[config.mk]
export PLATFORM = sky130hd
export DESIGN_NAME = gxp_port
export DESIGN_NICKNAME = d
export VERILOG_FILES = /design/src/common/gxp_pkg.sv /design/src/rtl/gxp_port.sv
export SDC_FILE = /design/constraint.sdc
export NUM_CORES = 1
export LEC_CHECK = 0
export ABC_AREA = 1
export BUFFER_PORTS_ARGS = -buffer_cell sky130_fd_sc_hd__buf_2
export CELL_PAD_IN_SITES_DETAIL_PLACEMENT = 0
export CELL_PAD_IN_SITES_GLOBAL_PLACEMENT = 2
export CORE_ASPECT_RATIO = 1.1
export CORE_MARGIN = 2
export CORE_UTILIZATION = 32
export DETAILED_ROUTE_END_ITERATION = 8
export HOLD_SLACK_MARGIN = 0.03
export MAX_ROUTING_LAYER = met4
export PLACE_DENSITY = 0.73
export SLEW_MARGIN = 20
export SYNTH_ARGS = -nofsm -noshare
export SYNTH_HDL_FRONTEND = slang
export SYNTH_SLANG_ARGS = --single-unit
[constraint.sdc]
create_clock -name mclk_i -period 1.6 [get_ports mclk_i]
set_clock_uncertainty 0.1 [all_clocks]
set_input_delay 0.08 -clock mclk_i [delete_from_list [all_inputs] [get_ports mclk_i]]
set_output_delay 0.08 -clock mclk_i [all_outputs]
set_load 0.1 [all_outputs]
[src/common/gxp_pkg.sv]
// constants of the sixteen-pin gpio expander port
`default_nettype none
// Behaviour
// - direction bit 0 makes the pin an output, 1 makes it an input.
// - after reset every pin is an input.
// - pin state read of an input returns its present level after inversion.
// - invert bit 1 reports the inverted level, 0 the true level.
// - pin state read of an output returns the output level register bit.
// - writes to the pin state registers are ignored.
// - output pins whose tristate bit is 0 are driven to their output level register bit.
// - output level register reads back the value last written.
// - pull-up bit 1 enables the pull-up on an input pin, 0 disables it; all off after reset.
// - interrupt enable bit 1 lets the input raise interrupts; all clear after reset.
// - an output pin never raises an interrupt.
// - an input with interrupt enable 0 never raises an interrupt.
// - no edge bits: any edge raises; cleared by read or return to read level.
// - filter on: new level must persist over 1075 ns; off: edge counts at once.
// - rising bit only: rising edge raises, only a pin state read clears.
// - falling bit only: falling edge raises, only a pin state read clears.
// - both edge bits: either edge raises, only a pin state read clears.
// - reading a bank's pin state clears that bank's pending interrupts.
// - low bank bits 7..0 are pins 7..0, high bank bits 7..0 are pins 15..8.
// - interrupt status registers show which inputs raised an interrupt.
// - filter enables reset to all ones.
package gxp_pkg;
  localparam int GXP_PINS = 16;
  localparam logic [7:0] GXP_STATE_LO = 8'h00;
  localparam logic [7:0] GXP_STATE_HI = 8'h01;
  localparam logic [7:0] GXP_OUT_LVL = 8'h02;
  localparam logic [7:0] GXP_INVERT = 8'h04;
  localparam logic [7:0] GXP_DIR = 8'h06;
  localparam logic [7:0] GXP_PULLUP = 8'h08;
  localparam logic [7:0] GXP_IRQ_EN = 8'h0a;
  localparam logic [7:0] GXP_TRISTATE = 8'h0c;
  localparam logic [7:0] GXP_IRQ_STAT = 8'h0e;
  localparam logic [7:0] GXP_RISE_SEL = 8'h10;
  localparam logic [7:0] GXP_FALL_SEL = 8'h12;
  localparam logic [7:0] GXP_FILT_EN = 8'h14;
  localparam logic [15:0] GXP_RST_OUT_LVL = 16'hffff;
  localparam logic [15:0] GXP_RST_INVERT = 16'h0000;
  localparam logic [15:0] GXP_RST_DIR = 16'hffff;
  localparam logic [15:0] GXP_RST_PULLUP = 16'h0000;
  localparam logic [15:0] GXP_RST_IRQ_EN = 16'h0000;
  localparam logic [15:0] GXP_RST_TRISTATE = 16'h0000;
  localparam logic [15:0] GXP_RST_EDGE_SEL = 16'h0000;
  localparam logic [15:0] GXP_RST_FILT_EN = 16'hffff;
  localparam int GXP_CLK_NS = 25;
  localparam int GXP_FILT_NS = 1075;
  localparam logic [5:0] GXP_FILT_CYC = 6'((GXP_FILT_NS + GXP_CLK_NS - 1) / GXP_CLK_NS);
endpackage
`default_nettype wire

[src/rtl/gxp_port.sv]
// sixteen-pin gpio port with edge interrupts and glitch filter
`timescale 1ns/10ps
`default_nettype none
module gxp_port (
  input wire logic mclk_i,
  input wire logic resetn_i,
  input wire logic [7:0] reg_addr_i,
  input wire logic reg_wr_i,
  input wire logic reg_rd_i,
  input wire logic [7:0] reg_wdata_i,
  output logic [7:0] reg_rdata_o,
  input wire logic [gxp_pkg::GXP_PINS-1:0] gpio_in_i,
  output logic [gxp_pkg::GXP_PINS-1:0] gpio_out_o,
  output logic [gxp_pkg::GXP_PINS-1:0] gpio_oe_o,
  output logic [gxp_pkg::GXP_PINS-1:0] pullup_en_o,
  output logic irq_n_out_o,
  output logic irq_n_oe_o
);
  import gxp_pkg::*;

  logic [15:0] output_level;
  logic [15:0] input_invert;
  logic [15:0] direction;
  logic [15:0] pullup_enable;
  logic [15:0] irq_enable;
  logic [15:0] tristate;
  logic [15:0] rising_edge_select;
  logic [15:0] falling_edge_select;
  logic [15:0] glitch_filter_enable;
  logic [15:0] irq_status;
  logic [15:0] snap;
  logic [15:0] flt;
  logic [15:0] sync1;
  logic [15:0] pin_s;
  logic [5:0] cnt [16];

  // one command byte offset per bank register pair
  function automatic logic [15:0] wr_pair(input logic [15:0] cur, input logic [7:0] base);
    logic [15:0] v;
    v = cur;
    if (reg_wr_i && reg_addr_i == base) begin
      v[7:0] = reg_wdata_i;
    end
    if (reg_wr_i && reg_addr_i == 8'(base + 8'h01)) begin
      v[15:8] = reg_wdata_i;
    end
    return v;
  endfunction

  function automatic logic [7:0] bank(input logic [15:0] v, input logic hi);
    return hi ? v[15:8] : v[7:0];
  endfunction

  wire [15:0] state_view = (direction & (pin_s ^ input_invert)) | (~direction & output_level);
  wire rd_lo = reg_rd_i && reg_addr_i == GXP_STATE_LO;
  wire rd_hi = reg_rd_i && reg_addr_i == GXP_STATE_HI;
  wire [15:0] rd_mask = {{8{rd_hi}}, {8{rd_lo}}};
  wire [6:0] pair = reg_addr_i[7:1];
  wire hi_sel = reg_addr_i[0];

  // writes to offsets 0x00/0x01 match no pair below, so they are dropped
  wire [15:0] next_output_level = wr_pair(output_level, GXP_OUT_LVL);
  wire [15:0] next_input_invert = wr_pair(input_invert, GXP_INVERT);
  wire [15:0] next_direction = wr_pair(direction, GXP_DIR);
  wire [15:0] next_pullup_enable = wr_pair(pullup_enable, GXP_PULLUP);
  wire [15:0] next_irq_enable = wr_pair(irq_enable, GXP_IRQ_EN);
  wire [15:0] next_tristate = wr_pair(tristate, GXP_TRISTATE);
  wire [15:0] next_rising = wr_pair(rising_edge_select, GXP_RISE_SEL);
  wire [15:0] next_falling = wr_pair(falling_edge_select, GXP_FALL_SEL);
  wire [15:0] next_filter = wr_pair(glitch_filter_enable, GXP_FILT_EN);

  // edge detection and interrupt status, vectorised over all pins
  wire [15:0] upd;
  wire [15:0] next_flt = (flt & ~upd) | (pin_s & upd);
  wire [15:0] rise = upd & pin_s;
  wire [15:0] fall = upd & ~pin_s;
  wire [15:0] no_sel = ~rising_edge_select & ~falling_edge_select;
  wire [15:0] armed = irq_enable & direction;
  wire [15:0] next_snap = (rd_mask & flt) | (~rd_mask & snap);
  wire [15:0] moved = next_flt ^ next_snap;
  wire [15:0] edge_hit = (rising_edge_select & rise) | (falling_edge_select & fall);
  wire [15:0] irq_set = armed & ((~no_sel & edge_hit) | (no_sel & upd & moved));
  wire [15:0] irq_clr = rd_mask | (no_sel & ~moved);
  // a new event wins over a clear in the same cycle
  wire [15:0] next_irq_status = irq_set | (irq_status & ~irq_clr);

  logic [7:0] rd_word;
  always_comb begin
    case (pair)
      GXP_STATE_LO[7:1]: rd_word = bank(state_view, hi_sel);
      GXP_OUT_LVL[7:1]: rd_word = bank(output_level, hi_sel);
      GXP_INVERT[7:1]: rd_word = bank(input_invert, hi_sel);
      GXP_DIR[7:1]: rd_word = bank(direction, hi_sel);
      GXP_PULLUP[7:1]: rd_word = bank(pullup_enable, hi_sel);
      GXP_IRQ_EN[7:1]: rd_word = bank(irq_enable, hi_sel);
      GXP_TRISTATE[7:1]: rd_word = bank(tristate, hi_sel);
      GXP_IRQ_STAT[7:1]: rd_word = bank(irq_status, hi_sel);
      GXP_RISE_SEL[7:1]: rd_word = bank(rising_edge_select, hi_sel);
      GXP_FALL_SEL[7:1]: rd_word = bank(falling_edge_select, hi_sel);
      GXP_FILT_EN[7:1]: rd_word = bank(glitch_filter_enable, hi_sel);
      default: rd_word = 8'h00;
    endcase
  end

  always_ff @(posedge mclk_i) begin
    sync1 <= gpio_in_i;
    pin_s <= sync1;
  end

  always_ff @(posedge mclk_i) begin
    if (!resetn_i) begin
      output_level <= GXP_RST_OUT_LVL;
      input_invert <= GXP_RST_INVERT;
      direction <= GXP_RST_DIR;
      pullup_enable <= GXP_RST_PULLUP;
      irq_enable <= GXP_RST_IRQ_EN;
      tristate <= GXP_RST_TRISTATE;
      rising_edge_select <= GXP_RST_EDGE_SEL;
      falling_edge_select <= GXP_RST_EDGE_SEL;
      glitch_filter_enable <= GXP_RST_FILT_EN;
      irq_status <= 16'h0000;
      snap <= 16'h0000;
      // start from the pin level so no false edge follows reset
      flt <= pin_s;
      reg_rdata_o <= 8'h00;
    end else begin
      output_level <= next_output_level;
      input_invert <= next_input_invert;
      direction <= next_direction;
      pullup_enable <= next_pullup_enable;
      irq_enable <= next_irq_enable;
      tristate <= next_tristate;
      rising_edge_select <= next_rising;
      falling_edge_select <= next_falling;
      glitch_filter_enable <= next_filter;
      irq_status <= next_irq_status;
      snap <= next_snap;
      flt <= next_flt;
      reg_rdata_o <= reg_rd_i ? rd_word : reg_rdata_o;
    end
  end

  // per-pin stability counter; level is taken once it has held FILT_CYC cycles
  genvar gi;
  for (gi = 0; gi < GXP_PINS; gi++) begin : g_filt
    assign upd[gi] = (pin_s[gi] != flt[gi]) &&
                     (!glitch_filter_enable[gi] || cnt[gi] == GXP_FILT_CYC);
    always_ff @(posedge mclk_i) begin
      if (!resetn_i) begin
        cnt[gi] <= 6'h00;
      end else if (pin_s[gi] == flt[gi] || upd[gi]) begin
        cnt[gi] <= 6'h00;
      end else begin
        cnt[gi] <= cnt[gi] + 6'h01;
      end
    end
  end

  assign gpio_out_o = output_level;
  assign gpio_oe_o = ~direction & ~tristate;
  assign pullup_en_o = pullup_enable & direction;
  assign irq_n_out_o = 1'b0;
  assign irq_n_oe_o = |irq_status;
endmodule // gxp_port
`default_nettype wire

==> flow_summary.yaml, run 1 <==
timing:
  fmax_mhz: 525
  timing.final.ws_setup_ps: -305
  period_needed_ps: 1910
  rsz0062_at_grt: "true"
  fin_crit_sh: 1.19
  relSlewSlack: 0.598
  hold_viol: 0
  setup_viol: 19
  tightestPinTransition_ps: 603
  timing.hold.ws_ps: 58.0
  slew_violations: 0
cts:
  clkLatencyLatePin_ps: 570
  root_buffer: "clkbuf_16"
  htreeDepth: 2
  clkTransAtPathRegs_ps: 60
  cts_tree: "yes"
  cts_buffers: 40
  clock_sink_count: 328
  cts_buffer_depth: 3
floorplan:
  pin_count: 94
  fp.dieArea_um2: 54500
  die_w_um: 223
  die_h_um: 245
  row_count: 88
  coreArea_um2: 52300
  start_util: 0.322
route:
  vias_per_cell: 4.80
  drtPass1Iterations: 5
  drt_iter0_drc: 991
  vias: 17100
  wl_mm: 64.8
  detail-route-antenna-nets: 0
  detail_route.wl_per_cell_um: 18.2
  remaining_drc_errors: 0
synth:
  synth_ff_type: "dfxtp_1"
  yosysTopAreaCell: "dfxtp_1"
  synth_top_cell_area_share: 0.276
  synthCells: 2319
  synth_simple_gate_area_frac: 0.314
  synth.most_common_cell: "nand2_1"
  yosys-top-cells-count: "nand2_1 (673), nor2_1 (268), dfxtp_1 (232)"
  syn_area_per_cell_um2: 7.27
  ys_seq_elements: 328
  synthAdderAreaFrac: 0.0119
  syn_area_um2: 16900
  synthMuxAreaShare: 0
  synthArstFlopShare: 0
  synth_top_family_by_area: "simple AND/OR/NAND/NOR gates"
  ys_top_cells_by_area: "dfxtp_1 (28%), edfxtp_1 (17%), nand2_1 (15%)"
  ys.warnings.count: 0
  synth-compound-area-share: 0.131
  synthXorXnorAreaFrac: 0.0249
  ys_types: 39
  synth_edf_count: 96
  synth_seq_area_share: 0.447
pwr:
  p_per_area_nw_per_um2: 829
  p_leak_nw: 11.6
  peakVddDrop_v: 0.000626
layout:
  multiInputGateArea_um2: 9930
  diodes: 0
  design_area_um2: 25100
  n_fill_cell: 5194
  seq_area_um2: 7610
  nets: 2908
  layout-drive-gt1-share: 0.310
  syn2layout_area_growth_pct: 48.9
grt:
  gr-usage-met3: 0.0317
  grt_overflow_total: 0
  use_met2: 0.395
  grt-busiest-layer: "met2"
  globalRouteMet1Util: 0.294
  antenna_found_initial: 0
  grt_pass1_vias: 16500
  grt_pass1_wl_mm: 97.2
  track_usage: 0.242
  grt_start_max_net_pins: 129
setup_path:
  required_ps: 1420
  crit_buf_inv: 3
  path_max_fanout: 2
  path_delay_family: "buffers and inverters"
  critical_path_class: "flip-flop to output pin"
  cp_slowest_stage_delay_ps: 320
  endpoint_kind: "output pin"
  crit_chain: "buf_6 > nor4_4 > nand4_1 > buf_4 > buf_12"
  start_kind: "flip-flop"
  crit_arrival_ps: 1730
  slowest_stage: "dfxtp_2"
placement:
  portBuffers: 92
  placed_cell_area_um2: 21200
  place_hpwl_mm: 47.7
  place_congestion: 0.909
run:
  maxCapViolations: 0
worst_hold_path:
  hp-class: "input port to flip-flop"
run_status:
  outcome: "finished, violations left"
  violations: "setup timing"
## state kept, by name, summed over array words and instances (netlist names)
signal and count:
rising_edge_select 16, flt 16, glitch_filter_enable 16, pin_s 16
sync1 16, pullup_enable 16, snap 16, falling_edge_select 16
gpio_out_o 16, reg_rdata_o 8, irq_enable 16, irq_status 16
input_invert 16, tristate 16, direction 16, cnt 96
## metal layers
layer,routed length [um],part of all wire
met1,28000,0.43
met2,30700,0.47
met3,2820,0.043
met4,3230,0.050
met5,0,0
## cells by family (layout without fill, tap and decap cells)
group,Yosys count,in the layout
AO/OA/AOI/OAI,393,393
other,2,97
flip-flops,328,328
XOR/XNOR,48,48
buffers and inverters,293,767
AND/OR/NAND/NOR,1239,1239
adder cells (fa/ha/maj),16,16
## metrics by stage
| stage | setup slack [ps] | TNS (ps) | utilization | power, mW | cells |
|---|---|---|---|---|---|
| 2_1_floorplan | -175 | -246 | - | 10.3 | 2414 |
| 3_3_place_gp | -443 | -25120 | 0.405 | 11.2 | 3398 |
| 3_5_place_dp | -437 | -29580 | 0.405 | 11.2 | 3398 |
| 4_1_cts | -357 | -1400 | 0.465 | 20.9 | 3542 |
| 5_1_grt | -395 | -4060 | 0.480 | 21.7 | 3563 |
| 6_report | -305 | -782 | 0.480 | 20.8 | 3563 |
## worst paths after layout
kind / start / endpoint / slack [ps] / cells after the start
max: irq_status[15] / irq_n_oe_o / -310 / 5
max reg2reg: cnt[0][13] / irq_status[2] / -80 / 11
min: gpio_in_i[3] / sync1[3] / 60 / 2
min reg2reg: sync1[7] / pin_s[7] / 220 / 0
## power breakdown
group	total (mW)	switching, mW	internal (mW)
logic	2.39	1.41	0.978
registers	9.09	0.250	8.84
clock network	9.32	3.78	5.54
## layout by cell type (no fill, tap or decap), drive strengths merged, types with 11 or more instances in the layout
cell	count
a21boi	13
conb	97
buf	444
and3	16
dfxtp	232
o21bai	16
nand3	217
edfxtp	96
clkbuf	59
clkinv	18
dlygate4sd3	32
xor2	47
o21ai	156
nor3b	13
nor2	285
nand2	682
or2	11
inv	210
a211oi	16
a21oi	144
o211ai	48
ha	16
## repair_timing
action	CTS	global route
hold endpoints to repair	160	0
pin swaps	139	167
resized for setup	354	169
cloned	0	0
hold buffers	32	0
setup endpoints to repair	160	119
buffers inserted	43	28
## layout make-up
| class | count | area share |
|---|---|---|
| Inverter | 217 | 0.0328 |
| Sequential cell | 328 | 0.303 |
| Clock inverter | 15 | 0.00628 |
| Multi-Input combinational cell | 1793 | 0.396 |
| Tap cell | 675 | 0.0337 |
| Clock buffer | 59 | 0.0464 |
| Timing Repair Buffer | 476 | 0.181 |
(Power assumes the default switching activity.)
==> run 2, diff against run 1 <==
--- a/config.mk
+++ b/config.mk
@@ -16,6 +16,7 @@
 export HOLD_SLACK_MARGIN = 0.03
 export MAX_ROUTING_LAYER = met4
 export PLACE_DENSITY = 0.73
+export SKIP_LAST_GASP = 1
 export SLEW_MARGIN = 20
 export SYNTH_ARGS = -nofsm -noshare
 export SYNTH_HDL_FRONTEND = slang
==> flow_summary.yaml, run 2 (synthesis gave the netlist of run 1 again) <==
layout:
  final_cell_mix: "nand2_1 (592), buf_4 (297), nor2_1 (211), dfxtp_1 (191), inv_1 (166)"
  stdcell_count: 3563
  syn2layout_area_growth_pct: 48.6
  diodes: 0
  nets: 2908
  layout_commonest_cell: "nand2_1"
  layout-drive-gt1-share: 0.306
  top_register: "cnt"
  largest_reg_flops: 96
  design_area_um2: 25000
grt:
  grt_start_max_net_pins: 129
  grt_pass1_vias: 16500
  track_usage: 0.241
  grt_pass1_wl_mm: 97.1
  grt_overflow_total: 0
  antenna_found_initial: 0
setup_path:
  critical_path_class: "flip-flop to output pin"
  start_kind: "flip-flop"
  cp_slowest_stage_delay_ps: 380
  path_depth: 4
  crit_chain: "nor4_4 > nand4_1 > buf_4 > buf_12"
  crit_buf_inv: 2
  required_ps: 1420
  endpoint_kind: "output pin"
  slowest_stage: "dfxtp_1"
  crit_arrival_ps: 1730
  path_delay_family: "simple AND/OR/NAND/NOR gates"
  path_max_fanout: 3
  r2r_cells: 11
cts:
  clock_sink_count: 328
  cts_tree: "yes"
  htreeDepth: 2
  cts_buffers: 40
  cts_buffer_depth: 3
  clkLatencyLatePin_ps: 570
  root_buffer: "clkbuf_16"
  clkTransAtPathRegs_ps: 60
pwr:
  total_power_mw: 20.8
  peakVddDrop_v: 0.000627
  p_leak_nw: 11.6
  p_per_area_nw_per_um2: 831
route:
  detail_route.wl_per_cell_um: 18.2
  drtPass1Iterations: 7
  wl_mm: 64.7
  drt_iter0_drc: 969
  remaining_drc_errors: 0
  vias_per_cell: 4.78
  detail-route-antenna-nets: 0
  vias: 17000
timing:
  hold_viol: 0
  fin_crit_sh: 1.19
  timing.final.ws_setup_ps: -309
  rsz0062_at_grt: "true"
  relSlewSlack: 0.594
  slew_violations: 0
  period_needed_ps: 1910
  setup_viol: 17
  tightestPinTransition_ps: 606
  fmax_mhz: 524
run_status:
  outcome: "finished, violations left"
  violations: "setup timing"
worst_hold_path:
  hp-class: "input port to flip-flop"
  whs_path_depth: 2
placement:
  placed_cell_area_um2: 21200
  portBuffers: 92
  place_hpwl_mm: 47.7
  place_congestion: 0.909
  placedCellCount: 3398
floorplan:
  fp.dieArea_um2: 54500
  pin_count: 94
  die_h_um: 245
  start_util: 0.322
  row_count: 88
  die_w_um: 223
  coreArea_um2: 52300
run:
  maxCapViolations: 0
==> run 2: cell count changes in the layout (fill, tap and decap cells not counted) <==
cell      delta
nand3_2      -2
nand2_1      +6
a21boi_2     -1
buf_4        +2
a21boi_1     +1
dfxtp_2      -1
nand2_2      -5
nand2_4      -1
buf_6        -2
a21oi_1      +1
a21oi_2      -1
nand3_1      +2
dfxtp_1      +1
==> run 2: repair_timing <==
action	4_1_cts	5_1_grt
resized for setup	343	166
hold endpoints to repair	160	0
buffers inserted	43	28
pin swaps	138	169
hold buffers	32	0
endpoints found under the setup margin	160	119
==> run 2: worst register-to-register path, delay by kind of cell (launching register included) <==
| kind | cells | cell delay [ps] |
|---|---|---|
| AND/OR/NAND/NOR | 8 | 710 |
| buffers and inverters | 1 | 50 |
| flip-flops | 1 | 400 |
| adder cells (fa/ha/maj) | 1 | 210 |
| AO/OA/AOI/OAI | 1 | 140 |
==> run 2: routing by layer <==
layer,up-vias,routed length [um],track usage
met2,352,30700,0.395
li1,8599,-,-
met5,-,0,-
met3,119,2640,0.0317
met1,7968,28200,0.294
met4,0,3180,0.121
==> run 2: stage by stage <==
stage               setup WS [ps]  setup TNS, ps  hold WS (ps)  utilization
floorplan                    -175           -246          7.72            -
global placement             -443         -25120          82.0        0.405
detailed placement           -437         -29580          84.3        0.405
CTS                          -364          -1470          30.4        0.464
global route                 -395          -4220          36.2        0.479
finish                       -309           -775          56.4        0.479
==> run 2: final cells by class <==
type,instances,area (um^2)
fillers,5188,27300
multi-input cells,1793,9890
flip-flops and latches,328,7610
repair buffers,476,4540
clock buffers,59,1160
well taps,675,845
inverters,217,822
clock inverters,15,158
==> run 2: final timing paths <==
| path | startpoint | to | slack (ps) |
|---|---|---|---|
| max | irq_status[3] | irq_n_oe_o | -310 |
| min | gpio_in_i[3] | sync1[3] | 60 |
| max reg2reg | cnt[0][13] | irq_status[2] | -80 |
| min reg2reg | sync1[15] | pin_s[15] | 220 |
==> run 2: report_power, final <==
part           internal [mW]  leakage (nW)  switching, mW
registers               8.84          2.87          0.250
clock network           5.54         0.650           3.79
logic                  0.973          8.04           1.41
